==> src/shared/cpo_regs.svh <==
// register offsets, field positions, reset values and timing counts
`ifndef CPO_REGS_SVH
`define CPO_REGS_SVH
`define CPO_ADDR          8'h36
`define CPO_RESET         16'h0048
`define CPO_UV_MSB        15
`define CPO_UV_LSB        13
`define CPO_DITH_MSB      12
`define CPO_DITH_LSB      11
`define CPO_NOHIC_BIT     10
`define CPO_PPVAP_BIT     9
`define CPO_VAPFLG_BIT    8
`define CPO_DEG_MSB       7
`define CPO_DEG_LSB       6
`define CPO_PCT_MSB       5
`define CPO_PCT_LSB       3
`define CPO_PPDC2_BIT     2
`define CPO_DC2FLG_BIT    1
`define CPO_PTM_BIT       0
`define CPO_RW_MASK       16'hFEFC
`define CPO_MAX_RESTARTS  3'h7
`define CPO_CLK_HZ        10000000
`define CPO_DEG0_US       100
`define CPO_DEG1_US       1600
`define CPO_DEG2_US       6000
`define CPO_DEG3_US       12000
`define CPO_US_CYC(us)    ((us) * (`CPO_CLK_HZ / 1000000))
`endif

==> src/shared/cpo_pkg.sv <==
// types for the protection option register block
package cpo_pkg;
	typedef enum logic [2:0] {
		CPO_RUN    = 3'h1,
		CPO_HICCUP = 3'h2,
		CPO_LATCH  = 3'h4
	} cpo_uv_e;

	typedef struct packed {
		logic [15:0] reg_val;
		cpo_uv_e     uv_st;
		logic [2:0]  restarts;
		logic [17:0] deg_cnt;
		logic        dc2_det;
		logic        vap_flag;
		logic        dc2_flag;
		logic [2:0]  uv_sync;
		logic [2:0]  vap_sync;
		logic [2:0]  dc2_sync;
		logic [2:0]  ptm_sync;
		logic [3:0]  flt;
		logic        throttle;
		logic [15:0] rdata;
	} cpo_state_s;
endpackage

==> src/hdl/cpo_option_reg.sv <==
// protection option register with undervoltage restart and status flags
`timescale 1ns/1ns
`include "cpo_regs.svh"

// What this block does
// - dither field off, two, four, six percent
// - bit 10 set disables hiccup restart
// - bit 9 gates peak event into throttling
// - peak flag sticky until host reads
// - limit2 deglitch 100us 1.6ms 6ms 12ms
// - register resets to 0048h
// - limit2 percentage field bits 5 to 3
module cpo_option_reg (
	input  wire logic        mclk_i,
	input  wire logic        sys_rst_i,
	input  wire logic [7:0]  reg_addr_i,
	input  wire logic        reg_wr_i,
	input  wire logic        reg_rd_i,
	input  wire logic [15:0] reg_wdata_i,
	output logic      [15:0] reg_rdata_o,
	input  wire logic        sys_uv_i,
	input  wire logic        bus_peak_event_i,
	input  wire logic        dc2_over_i,
	input  wire logic        ptm_active_i,
	output logic      [2:0]  system_undervoltage_threshold_o,
	output logic      [1:0]  dither_range_o,
	output logic      [2:0]  discharge_limit2_percent_o,
	output logic             discharge_limit2_trip_o,
	output logic             processor_throttle_o,
	output logic             converter_enable_o,
	output logic             latched_off_o
);
	cpo_pkg::cpo_state_s s_r;
	cpo_pkg::cpo_state_s s_nxt;
	logic [17:0]         deg_lim;
	logic                hit;
	logic                uv_now;
	logic                vap_now;
	logic                dc2_now;
	logic                ptm_now;

	// =====================================================
	// next state
	always_comb begin
		s_nxt = s_r;
		hit   = reg_addr_i == `CPO_ADDR;
		// three-stage sync; a level change counts only once stages two
		// and three agree, so a one-cycle glitch never reaches the logic
		s_nxt.uv_sync  = {s_r.uv_sync[1:0], sys_uv_i};
		s_nxt.vap_sync = {s_r.vap_sync[1:0], bus_peak_event_i};
		s_nxt.dc2_sync = {s_r.dc2_sync[1:0], dc2_over_i};
		s_nxt.ptm_sync = {s_r.ptm_sync[1:0], ptm_active_i};
		if (s_r.uv_sync[1] == s_r.uv_sync[2]) begin
			s_nxt.flt[0] = s_r.uv_sync[2];
		end
		if (s_r.vap_sync[1] == s_r.vap_sync[2]) begin
			s_nxt.flt[1] = s_r.vap_sync[2];
		end
		if (s_r.dc2_sync[1] == s_r.dc2_sync[2]) begin
			s_nxt.flt[2] = s_r.dc2_sync[2];
		end
		if (s_r.ptm_sync[1] == s_r.ptm_sync[2]) begin
			s_nxt.flt[3] = s_r.ptm_sync[2];
		end
		uv_now  = s_nxt.flt[0];
		vap_now = s_nxt.flt[1];
		dc2_now = s_nxt.flt[2];
		ptm_now = s_nxt.flt[3];
		case (s_r.reg_val[`CPO_DEG_MSB:`CPO_DEG_LSB])
			2'h0:    deg_lim = 18'(`CPO_US_CYC(`CPO_DEG0_US));
			2'h1:    deg_lim = 18'(`CPO_US_CYC(`CPO_DEG1_US));
			2'h2:    deg_lim = 18'(`CPO_US_CYC(`CPO_DEG2_US));
			default: deg_lim = 18'(`CPO_US_CYC(`CPO_DEG3_US));
		endcase
		if (!dc2_now) begin
			s_nxt.deg_cnt = 18'h00000;
			s_nxt.dc2_det = 1'b0;
		end else if (s_r.deg_cnt >= deg_lim - 18'h00001) begin
			s_nxt.dc2_det = 1'b1;
		end else begin
			s_nxt.deg_cnt = s_r.deg_cnt + 18'h00001;
		end
		// read clears, but a new event in the same cycle wins
		if (reg_rd_i && hit) begin
			s_nxt.vap_flag = 1'b0;
			s_nxt.dc2_flag = 1'b0;
		end
		if (vap_now) begin
			s_nxt.vap_flag = 1'b1;
		end
		if (s_r.dc2_det) begin
			s_nxt.dc2_flag = 1'b1;
		end
		if (reg_wr_i && hit) begin
			s_nxt.reg_val = reg_wdata_i & `CPO_RW_MASK;
		end
		s_nxt.rdata = s_r.reg_val;
		s_nxt.rdata[`CPO_VAPFLG_BIT] = s_r.vap_flag;
		s_nxt.rdata[`CPO_DC2FLG_BIT] = s_r.dc2_flag;
		s_nxt.rdata[`CPO_PTM_BIT]    = ptm_now;
		// registered so the throttle pin comes straight from a flop
		s_nxt.throttle =
			(s_r.vap_flag & s_r.reg_val[`CPO_PPVAP_BIT]) |
			(s_r.dc2_flag & s_r.reg_val[`CPO_PPDC2_BIT]);
		case (s_r.uv_st)
			cpo_pkg::CPO_RUN: begin
				if (uv_now) begin
					if (s_r.reg_val[`CPO_NOHIC_BIT]) begin
						s_nxt.uv_st = cpo_pkg::CPO_LATCH;
					end else begin
						s_nxt.uv_st = cpo_pkg::CPO_HICCUP;
					end
				end else begin
					s_nxt.restarts = 3'h0;
				end
			end
			cpo_pkg::CPO_HICCUP: begin
				if (s_r.restarts == `CPO_MAX_RESTARTS) begin
					s_nxt.uv_st = cpo_pkg::CPO_LATCH;
				end else begin
					s_nxt.restarts = s_r.restarts + 3'h1;
					s_nxt.uv_st    = cpo_pkg::CPO_RUN;
				end
			end
			cpo_pkg::CPO_LATCH: s_nxt.uv_st = cpo_pkg::CPO_LATCH;
			default:            s_nxt.uv_st = cpo_pkg::CPO_RUN;
		endcase
	end

	// =====================================================
	// state register
	always_ff @(posedge mclk_i or posedge sys_rst_i) begin
		if (sys_rst_i) begin
			s_r          <= '0;
			s_r.reg_val  <= `CPO_RESET;
			s_r.rdata    <= `CPO_RESET;
			s_r.uv_st    <= cpo_pkg::CPO_RUN;
		end else begin
			s_r <= s_nxt;
		end
	end

	// =====================================================
	// outputs, all taken from the state flops
	always_comb begin
		reg_rdata_o = s_r.rdata;
		system_undervoltage_threshold_o =
			s_r.reg_val[`CPO_UV_MSB:`CPO_UV_LSB];
		dither_range_o = s_r.reg_val[`CPO_DITH_MSB:`CPO_DITH_LSB];
		discharge_limit2_percent_o =
			s_r.reg_val[`CPO_PCT_MSB:`CPO_PCT_LSB];
		discharge_limit2_trip_o = s_r.dc2_det;
		processor_throttle_o = s_r.throttle;
		// one-hot state bits drive the pins with no decode behind them
		converter_enable_o = s_r.uv_st[0];
		latched_off_o      = s_r.uv_st[2];
	end

	// =====================================================
	// checks
	a_reset_value: assert property (@(posedge mclk_i)
		$fell(sys_rst_i) |-> s_r.reg_val == `CPO_RESET)
		else $error("register not at reset value");
	a_ro_protect: assert property (@(posedge mclk_i)
		disable iff (sys_rst_i) (reg_wr_i && hit) |=>
		s_r.reg_val == ($past(reg_wdata_i) & `CPO_RW_MASK))
		else $error("write stored other than writable bits");
	a_flag_sticky: assert property (@(posedge mclk_i)
		disable iff (sys_rst_i) (s_r.vap_flag && !(reg_rd_i && hit)) |=>
		s_r.vap_flag)
		else $error("peak flag dropped without read");
	a_flag_set: assert property (@(posedge mclk_i)
		disable iff (sys_rst_i) vap_now |=> s_r.vap_flag)
		else $error("peak flag not set");
	a_throttle_gate: assert property (@(posedge mclk_i)
		disable iff (sys_rst_i)
		(!s_r.reg_val[`CPO_PPVAP_BIT] && !s_r.reg_val[`CPO_PPDC2_BIT])
		|=> !processor_throttle_o)
		else $error("throttle without profile enable");
	a_no_hiccup: assert property (@(posedge mclk_i)
		disable iff (sys_rst_i) (s_r.uv_st == cpo_pkg::CPO_RUN && uv_now
		&& s_r.reg_val[`CPO_NOHIC_BIT]) |=> latched_off_o)
		else $error("hiccup ran while disabled");
	a_latch_after7: assert property (@(posedge mclk_i)
		disable iff (sys_rst_i) (s_r.uv_st == cpo_pkg::CPO_HICCUP
		&& s_r.restarts == 3'h7) |=> latched_off_o)
		else $error("no latch-off after seven restarts");
	a_deg_min: assert property (@(posedge mclk_i)
		disable iff (sys_rst_i) $rose(s_r.dc2_det) |->
		$past(s_r.deg_cnt) >= $past(deg_lim) - 18'h00001)
		else $error("limit2 trip before deglitch time");
	a_dither_map: assert property (@(posedge mclk_i)
		disable iff (sys_rst_i) (reg_wr_i && hit) |=> dither_range_o ==
		$past(reg_wdata_i[`CPO_DITH_MSB:`CPO_DITH_LSB]))
		else $error("dither field mismatch");
	a_pct_map: assert property (@(posedge mclk_i)
		disable iff (sys_rst_i) (reg_wr_i && hit) |=>
		discharge_limit2_percent_o ==
		$past(reg_wdata_i[`CPO_PCT_MSB:`CPO_PCT_LSB]))
		else $error("percent field mismatch");
	a_uv_thresh: assert property (@(posedge mclk_i)
		disable iff (sys_rst_i) (reg_wr_i && hit) |=>
		system_undervoltage_threshold_o ==
		$past(reg_wdata_i[`CPO_UV_MSB:`CPO_UV_LSB]))
		else $error("threshold field mismatch");
	a_read_clear: assert property (@(posedge mclk_i)
		disable iff (sys_rst_i) (reg_rd_i && hit && !vap_now) |=>
		!s_r.vap_flag)
		else $error("peak flag survived a read");
	a_flag_shown: assert property (@(posedge mclk_i)
		disable iff (sys_rst_i) 1'b1 |=>
		reg_rdata_o[`CPO_VAPFLG_BIT] == $past(s_r.vap_flag))
		else $error("peak flag not shown in read data");
	a_throttle_on: assert property (@(posedge mclk_i)
		disable iff (sys_rst_i)
		(s_r.vap_flag && s_r.reg_val[`CPO_PPVAP_BIT])
		|=> processor_throttle_o)
		else $error("enabled peak event did not throttle");
	a_hiccup_run: assert property (@(posedge mclk_i)
		disable iff (sys_rst_i) (s_r.uv_st == cpo_pkg::CPO_RUN && uv_now
		&& !s_r.reg_val[`CPO_NOHIC_BIT]) |=>
		s_r.uv_st == cpo_pkg::CPO_HICCUP)
		else $error("hiccup restart skipped while enabled");
	a_latch_hold: assert property (@(posedge mclk_i)
		disable iff (sys_rst_i) latched_off_o |=> latched_off_o)
		else $error("latch-off left without reset");
	a_deg_clear: assert property (@(posedge mclk_i)
		disable iff (sys_rst_i) !dc2_now |=> !s_r.dc2_det)
		else $error("limit2 trip held after input dropped");
endmodule // cpo_option_reg

==> config.mk <==
export PLATFORM = sky130hd
export DESIGN_NAME = cpo_option_reg
export DESIGN_NICKNAME = d
export VERILOG_FILES = /design/src/shared/cpo_pkg.sv /design/src/hdl/cpo_option_reg.sv
export VERILOG_INCLUDE_DIRS = /design/src /design/src/shared
export SDC_FILE = /design/constraint.sdc
export NUM_CORES = 1
export LEC_CHECK = 0
export ABC_AREA = 1
export BUFFER_PORTS_ARGS = -buffer_cell sky130_fd_sc_hd__buf_2
export CAP_MARGIN = 20
export CORE_ASPECT_RATIO = 1.1
export CORE_MARGIN = 2
export CORE_UTILIZATION = 47
export DETAILED_ROUTE_END_ITERATION = 6
export HOLD_SLACK_MARGIN = 0.06
export PLACE_DENSITY = 0.67
export SLEW_MARGIN = 25
export SYNTH_ARGS = -nofsm -noshare
export SYNTH_HDL_FRONTEND = slang
export SYNTH_SLANG_ARGS = --single-unit
==> constraint.sdc <==
create_clock -name mclk_i -period 2.8 [get_ports mclk_i]
set_clock_uncertainty 0.2 [all_clocks]
set_input_delay 0.84 -clock mclk_i [delete_from_list [all_inputs] [get_ports mclk_i]]
set_output_delay 0.84 -clock mclk_i [all_outputs]
set_load 0.01 [all_outputs]
==> results of run 1 <==
[sequential cells by signal, summed over array words and instances, names as in the netlist]
signal and cells:
reg_rdata_o 16, system_undervoltage_threshold_o 3, dither_range_o 2, converter_enable_o 1
processor_throttle_o 1, discharge_limit2_trip_o 1, s_r 29, s_nxt 15
discharge_limit2_percent_o 3, latched_off_o 1
[what timing repair did]
item,4_1_cts,5_1_grt
endpoints found under the setup margin,0,13
setup buffers,0,0
hold buffers,0,0
gates resized for setup,0,2
[critical path, delay by kind of cell (launching register included)]
kind	cells	cell delay (ps)
flip-flops	1	570
AO/OA/AOI/OAI	2	280
adder cells (fa/ha/maj)	2	610
buffers and inverters	5	480
AND/OR/NAND/NOR	4	330
[routing by layer]
metal  global-route usage [%]  vias up  wire length [µm]
met5                        0        -                 0
met1                     22.7     1255              3010
met3                     3.65       12               385
li1                         -     1387                 -
met2                     27.0       62              3010
met4                     7.81        0               150
[worst paths after layout]
| check | from | end | slack (ps) | depth (start not counted) |
|---|---|---|---|---|
| setup / recovery | s_nxt[6] | discharge_limit2_trip_o | 220 | 13 |
| hold / removal | s_nxt[25] | s_nxt[26] | 150 | 0 |
| setup reg to reg | s_nxt[6] | discharge_limit2_trip_o | 220 | 13 |
| hold reg to reg | s_nxt[25] | s_nxt[26] | 150 | 0 |
| max in group asynchronous | sys_rst_i | discharge_limit2_percent_o[0] | 1440 | 3 |
| min in group asynchronous | sys_rst_i | s_r[43] | 360 | 2 |
[placed cells by master, fill, tap and decap left out, types with 2 or more instances in the layout]
master and instances:
a21oi_1 12, buf_2 56, buf_4 6, bufinv_16 2, clkbuf_1 2, clkbuf_8 9, clkinvlp_4 2, dfrtp_1 67
dfstp_2 5, ha_1 25, inv_1 41, nand2_1 100, nand2_2 2, nand3_1 30, nand3_2 6, nand4_1 6
nor2_1 48, nor4_1 2, o21ai_0 10, o22ai_1 2, xnor2_1 6, xor2_1 7
[synthesized netlist by cell type, drive strengths merged]
| master | number |
|---|---|
| nor2 | 50 |
| or2 | 1 |
| inv | 42 |
| ha | 25 |
| dfstp | 5 |
| conb | 1 |
| nor4 | 2 |
| o221ai | 1 |
| nor3 | 1 |
| xor2 | 7 |
| mux2 | 1 |
| and2 | 1 |
| xnor2 | 6 |
| dfrtp | 67 |
| o21bai | 1 |
| nand2 | 102 |
| o21ai | 11 |
| o22ai | 2 |
| and3 | 1 |
| a21oi | 13 |
| clkbuf | 1 |
| nand3b | 2 |
| nand4 | 6 |
| nor3b | 1 |
| buf | 31 |
| nand3 | 36 |
[cell families (layout without fill, tap and decap cells)]
kind of cell / after synthesis / count (layout) / synth area share [%]
simple gates: 203 / 203 / 24.3
buf+inv: 74 / 121 / 11.1
flops: 72 / 72 / 48.5
compound gates: 28 / 28 / 4.29
fa+ha+maj: 25 / 25 / 8.39
xor+xnor: 13 / 13 / 3.05
other cells: 1 / 1 / 0.101
mux: 1 / 1 / 0.302
[power by group through the flow]
stage                     clock [mW]  combinational (mW)  sequential [mW]
after global routing           0.968               0.280             1.14
after global placement             0               0.238             1.15
after floorplan                    0               0.176             1.16
final                          0.902               0.239             1.14
after CTS                      0.923               0.244             1.14
after detailed placement           0               0.243             1.16
[per-stage QoR]
stage | hold WS [ps] | cells
floorplan | 131 | 417
global placement | 132 | 556
detailed placement | 136 | 556
CTS | 153 | 572
global route | 161 | 572
finish | 151 | 572
[area by class of cell]
type                            instances  area (µm²)
Clock inverter                          5        81.3
Inverter                               42         161
Clock buffer                           11         131
Sequential cell                        72        1810
Timing Repair Buffer                   63         345
Multi-Input combinational cell        271        1510
Fill cell                             741        3610
Tap cell                              108         135
==> load_flow_metrics.sql, run 1 <==
INSERT INTO impl_metrics (metric_group, metric, value, unit) VALUES
('sta', 'fmaxAchievable', '0.387', 'GHz'),
('synthesis', 'yosys_warnings', '0', ''),
('detailed_routing', 'routed_wl', '6.55', 'mm'),
('place', 'placed_instance_area', '0.00396', 'mm²'),
('sta', 'finalWorstPathRequiredPeriod', '2580', 'ps'),
('worst_setup_path', 'cp_data_required_time', '2850', 'ps'),
('pwr', 'net-switching-power', '0.578', 'mW'),
('sta', 'slew_headroom', '58.6', '%'),
('die', 'fp-row-count', '34', ''),
('grt', 'maximum_number_of_pins_on_one_net_before_global_route_repair', '32', ''),
('synthesis', 'synth_area_leader_cell', 'dfrtp_1', ''),
('place', 'place_hpwl', '4.84', 'mm'),
('outcome', 'status', 'finished clean', ''),
('clock_tree', 'htreeDepth', '3', ''),
('pwr', 'pwr-share-seq', '49.9', '%'),
('finish', 'share_of_cells_above_drive_strength_1', '21.1', '%'),
('pwr', 'combPwrFrac', '10.5', '%'),
('detailed_routing', 'dr.first_iter.drc_count', '90', ''),
('finish', 'final_core_util', '53.6', '%'),
('synthesis', 'nets_in_the_synthesized_netlist', '474', ''),
('clock_tree', 'cts-root-buf', 'clkbuf_8', ''),
('sta', 'post-route-worst-setup-slack', '216', 'ps'),
('sta', 'fin_crit_sh', '92.3', '%'),
('clock_tree', 'ctsLongestPathBuffers', '2', ''),
('grt', 'grt_first_pass_wirelength', '11.7', 'mm'),
('pwr', 'total_power_draw', '2.28', 'mW'),
('synthesis', 'yosysSeqAreaShare', '48.5', '%'),
('synthesis', 'syn_area_per_cell', '8.94', 'µm²'),
('finish', 'finish.net_count', '516', ''),
('worst_setup_path', 'cpPeakStageDelay', '570', 'ps'),
('place', 'gp_congestion', '0.878', ''),
('detailed_routing', 'routed_wire_length_per_instance', '11.5', 'µm'),
('worst_setup_path', 'critical_path.endpoint_type', 'flip-flop', ''),
('synthesis', 'yosys_register_bits', '72', ''),
('worst_setup_path', 'critPathSlowestCell', 'dfstp_2', ''),
('die', 'dieWidth', '88.9', 'µm'),
('grt', 'grt_pass1_vias', '2657', ''),
('detailed_routing', 'dr_vias', '2716', ''),
('die', 'floorplan.die_area', '0.00866', 'mm²'),
('finish', 'fin_area', '0.00417', 'mm²'),
('grt', 'aggregate_global_route_resource_usage', '17.3', '%'),
('worst_setup_path', 'critical_path.most_common_cell', 'inv_1', ''),
('detailed_routing', 'via_per_inst', '4.75', ''),
('synthesis', 'synthesis.instances', '417', ''),
('die', 'initial_utilization', '47.9', '%'),
('synthesis', 'netlist.area_leader.share', '45.0', '%'),
('sta', 'timing_worst_slew_pin_value', '620', 'ps'),
('detailed_routing', 'tritonroute_pass_1_iters', '6', ''),
('worst_setup_path', 'crit_path_max_fanout', '16', ''),
('pwr', 'fraction_of_power_consumed_by_the_clock_network', '39.6', '%'),
('grt', 'grt_antenna_before_repair', '0', ''),
('die', 'io_pins', '60', ''),
('sta', 'grt_setup_unrepaired', 'false', ''),
('finish', 'synthToLayoutAreaGrowth', '11.8', '%'),
('finish', 'antenna-diode-count', '0', ''),
('die', 'die_y', '97.4', 'µm'),
('clock_tree', 'cts.sink_count', '72', ''),
('synthesis', 'post_synth_main_area_contributors', 'dfrtp_1 (45%), nand2_1 (10%), ha_1 (8.4%)', ''),
('worst_setup_path', 'worst-endpoint-arrival', '2630', 'ps'),
('worst_setup_path', 'crit_path_cell_trace', 'inv_1 > ha_1 > inv_1 > ha_1 > nand2_1 > inv_1 > nand2_1 > nand2_1 > a21oi_4 > nand3_2 > buf_4 > o21ai_1 > inv_1', ''),
('detailed_routing', 'drcViolationCount', '0', ''),
('clock_tree', 'tritoncts', 'done', ''),
('die', 'core_area', '0.00778', 'mm²'),
('clock_tree', 'path_clk_slew', '80', 'ps'),
('clock_tree', 'cts_buffers', '9', ''),
('min_path', 'hp-class', 'flip-flop to flip-flop', ''),
('pwr', 'internal_power', '1.70', 'mW'),
('pwr', 'p_sw_share', '25.4', '%'),
('sta', 'finalSetupViolations', '0', ''),
('place', 'placement.io_buffers', '56', ''),
('pwr', 'power.density', '546', 'mW/mm²');
Note: power is estimated with default switching activity, not from simulation.
==> run 2: changes to the inputs <==
==> constraint.sdc (replaced) <==
create_clock -name mclk_i -period 2.8 [get_ports mclk_i]
set_clock_uncertainty 0.2 [all_clocks]
set_input_delay 0 -clock mclk_i [delete_from_list [all_inputs] [get_ports mclk_i]]
set_output_delay 0 -clock mclk_i [all_outputs]
set_load 0.01 [all_outputs]
==> run 2 against run 1 <==
Cell count rose by 5.8%. Setup slack worse by 64 ps. Register-to-register slack got worse by 60 ps. Sequential cell count stayed put. First-iteration DRC count is 31% higher. Critical path type unchanged. Routed wire length increased by 9.8%. Clock power is 3.3% higher. Non-clock buffer count is 32 higher.
==> load_flow_metrics.sql, run 2 (synthesis gave the netlist of run 1 again) <==
INSERT INTO impl_metrics (metric_group, metric, value, unit) VALUES
('clock_tree', 'htreeDepth', '3', ''),
('worst_setup_path', 'setup.worst_path.start', 's_nxt[6]', ''),
('grt', 'grt_pass1_vias', '2801', ''),
('sta', 'fmaxAchievable', '0.378', 'GHz'),
('sta', 'timing_worst_slew_pin_value', '752', 'ps'),
('worst_setup_path', 'crit_path_max_fanout', '4', ''),
('clock_tree', 'cts-root-buf', 'clkbuf_8', ''),
('sta', 'fin_worst_hold_slack', '66.9', 'ps'),
('finish', 'multi_input_area', '0.00153', 'mm²'),
('sta', 'post-route-worst-setup-slack', '152', 'ps'),
('sta', 'finalHoldViolCount', '0', ''),
('finish', 'finish.net_count', '549', ''),
('grt', 'aggregate_global_route_resource_usage', '18.2', '%'),
('finish', 'largest_register', 's_r', ''),
('place', 'place_hpwl', '4.84', 'mm'),
('finish', 'layout.area.seq', '0.00181', 'mm²'),
('clock_tree', 'ctsLongestPathBuffers', '2', ''),
('sta', 'finalWorstPathRequiredPeriod', '2650', 'ps'),
('worst_setup_path', 'timing.critical_path.buf_inv', '5', ''),
('die', 'io_pins', '60', ''),
('worst_setup_path', 'critical_path.most_common_cell', 'nand2_1', ''),
('clock_tree', 'cts_buffers', '9', ''),
('die', 'dieWidth', '88.9', 'µm'),
('grt', 'grt_first_pass_wirelength', '12.4', 'mm'),
('detailed_routing', 'via_per_inst', '4.78', ''),
('sta', 'pins_over_slew_limit', '0', ''),
('worst_setup_path', 'path_delay_family', 'adder cells', ''),
('die', 'die_y', '97.4', 'µm'),
('flow_run', 'cap_viol_max_count', '0', ''),
('detailed_routing', 'drcViolationCount', '0', ''),
('die', 'core_area', '0.00778', 'mm²'),
('min_path', 'hp-class', 'primary input to flip-flop', ''),
('grt', 'globalRouteOverflowTotal', '0', ''),
('finish', 'layout_common_cells', 'nand2_1 (100), dfrtp_1 (67), buf_2 (56)', ''),
('sta', 'fin_crit_sh', '94.6', '%'),
('pwr', 'power.density', '519', 'mW/mm²'),
('finish', 'stdcell_count', '605', ''),
('place', 'preCtsSetupSlack', '72.5', 'ps'),
('min_path', 'launch_instance_of_the_worst_min_delay_path', 'reg_wr_i', ''),
('sta', 'finalSetupViolations', '0', ''),
('die', 'fp-row-count', '34', ''),
('clock_tree', 'path_clk_slew', '80', 'ps'),
('clock_tree', 'worstSkewPairLatency', '350', 'ps'),
('worst_setup_path', 'worst_setup_path_start_kind', 'flip-flop', ''),
('worst_setup_path', 'timing.setup.critical_path_class', 'flip-flop to flip-flop', ''),
('pwr', 'power_leakage', '2.37', 'nW'),
('place', 'placedCellCount', '556', ''),
('pwr', 'ir_drop', '0.264', 'mV'),
('clock_tree', 'tritoncts', 'done', ''),
('detailed_routing', 'drt.antenna.violating_nets', '0', ''),
('worst_setup_path', 'cp_data_required_time', '2840', 'ps'),
('finish', 'fillers', '650', ''),
('finish', 'share_of_cells_above_drive_strength_1', '21.3', '%'),
('clock_tree', 'cts.sink_count', '72', ''),
('worst_setup_path', 'crit_path_cell_trace', 'inv_1 > ha_1 > inv_1 > ha_1 > nand2_1 > inv_1 > nand2_1 > nand2_1 > a21oi_4 > buf_4 > nand3_2 > buf_4 > nand3_2 > nand2_1', ''),
('worst_setup_path', 'critical_path.endpoint_type', 'flip-flop', ''),
('grt', 'grt_antenna_before_repair', '0', ''),
('finish', 'final_common_cell', 'nand2_1', ''),
('finish', 'antenna-diode-count', '0', ''),
('place', 'gp_congestion', '0.853', ''),
('outcome', 'status', 'finished clean', ''),
('finish', 'largest_register_ffs', '29', ''),
('worst_setup_path', 'cpPeakStageDelay', '570', 'ps'),
('die', 'initial_utilization', '47.9', '%'),
('detailed_routing', 'routed_wire_length_per_instance', '11.9', 'µm'),
('grt', 'maximum_number_of_pins_on_one_net_before_global_route_repair', '39', ''),
('die', 'floorplan.die_area', '0.00866', 'mm²'),
('finish', 'synthToLayoutAreaGrowth', '20.9', '%'),
('sta', 'slew_headroom', '49.8', '%'),
('detailed_routing', 'dr_vias', '2890', ''),
('worst_setup_path', 'timing.rr.start', 's_nxt[6]', ''),
('worst_setup_path', 'critPathSlowestCell', 'dfstp_2', ''),
('worst_setup_path', 'worst-endpoint-arrival', '2690', 'ps'),
('detailed_routing', 'routed_wl', '7.19', 'mm'),
('finish', 'final_core_util', '57.9', '%'),
('place', 'placement.io_buffers', '56', ''),
('detailed_routing', 'dr.first_iter.drc_count', '118', ''),
('detailed_routing', 'tritonroute_pass_1_iters', '4', '');
==> run 2: cell count changes in the layout (fill, tap and decap cells not counted), sizes merged <==
cell         delta
buf             +5
nand3           +1
inv             +4
clkinvlp        -2
dlygate4sd3    +27
clkbuf          -2
==> run 2: metal layers <==
metal / track usage, % / vias up / part of all wire, % / routed length, µm
li1: - / 1461 / - / -
met1: 23.1 / 1345 / 45 / 3210
met2: 29.5 / 76 / 49 / 3540
met3: 5.01 / 8 / 5.0 / 361
met4: 6.43 / 0 / 1.2 / 84
met5: 0 / - / 0 / 0
==> run 2: through the flow <==
step	TNS [ps]	instance area (µm²)	power [mW]
floorplan	0	3730	1.33
global placement	0	3950	1.39
detailed placement	0	3950	1.40
CTS	0	4450	2.37
global route	-21.1	4510	2.45
finish	0	4510	2.34
==> run 2: repair_timing <==
item / 4_1_cts / 5_1_grt
hold buffers: 27 / 0
resized for setup: 0 / 3
endpoints found under the hold margin: 53 / 0
endpoints found under the setup margin: 0 / 15
buffers inserted: 0 / 5
==> run 2: worst reg2reg max path, cell delays in order (launching register included) <==
cell,delay [ps]
dfstp_2,570
inv_1,90
ha_1,310
inv_1,70
ha_1,300
nand2_1,100
inv_1,50
nand2_1,60
nand2_1,80
a21oi_4,220
buf_4,150
nand3_2,120
buf_4,160
nand3_2,40
nand2_1,50
==> run 2: power by group <==
| group | total (mW) | switching [mW] | internal, mW |
|---|---|---|---|
| sequential | 1.14 | 0.0334 | 1.10 |
| combinational | 0.270 | 0.153 | 0.117 |
| clock | 0.932 | 0.421 | 0.511 |
| total | 2.34 | 0.607 | 1.73 |
==> run 2: cell type report <==
class	instances	share of cell area [%]
Tap cell	108	3.00
Clock buffer	9	2.75
Multi-Input combinational cell	272	33.9
Sequential cell	72	40.1
Timing Repair Buffer	95	14.6
Clock inverter	7	2.22
Inverter	42	3.50
==> run 2: worst paths after layout <==
| check | endpoint | slack (ps) | cells past startpoint |
|---|---|---|---|
| min | system_undervoltage_threshold_o[0] | 70 | 4 |
| max in group asynchronous | s_r[41] | 1630 | 4 |
| max reg2reg | s_r[40] | 150 | 14 |
| max | s_r[40] | 150 | 14 |
| min in group asynchronous | reg_rdata_o[4] | 120 | 3 |
| min reg2reg | s_nxt[32] | 160 | 0 |
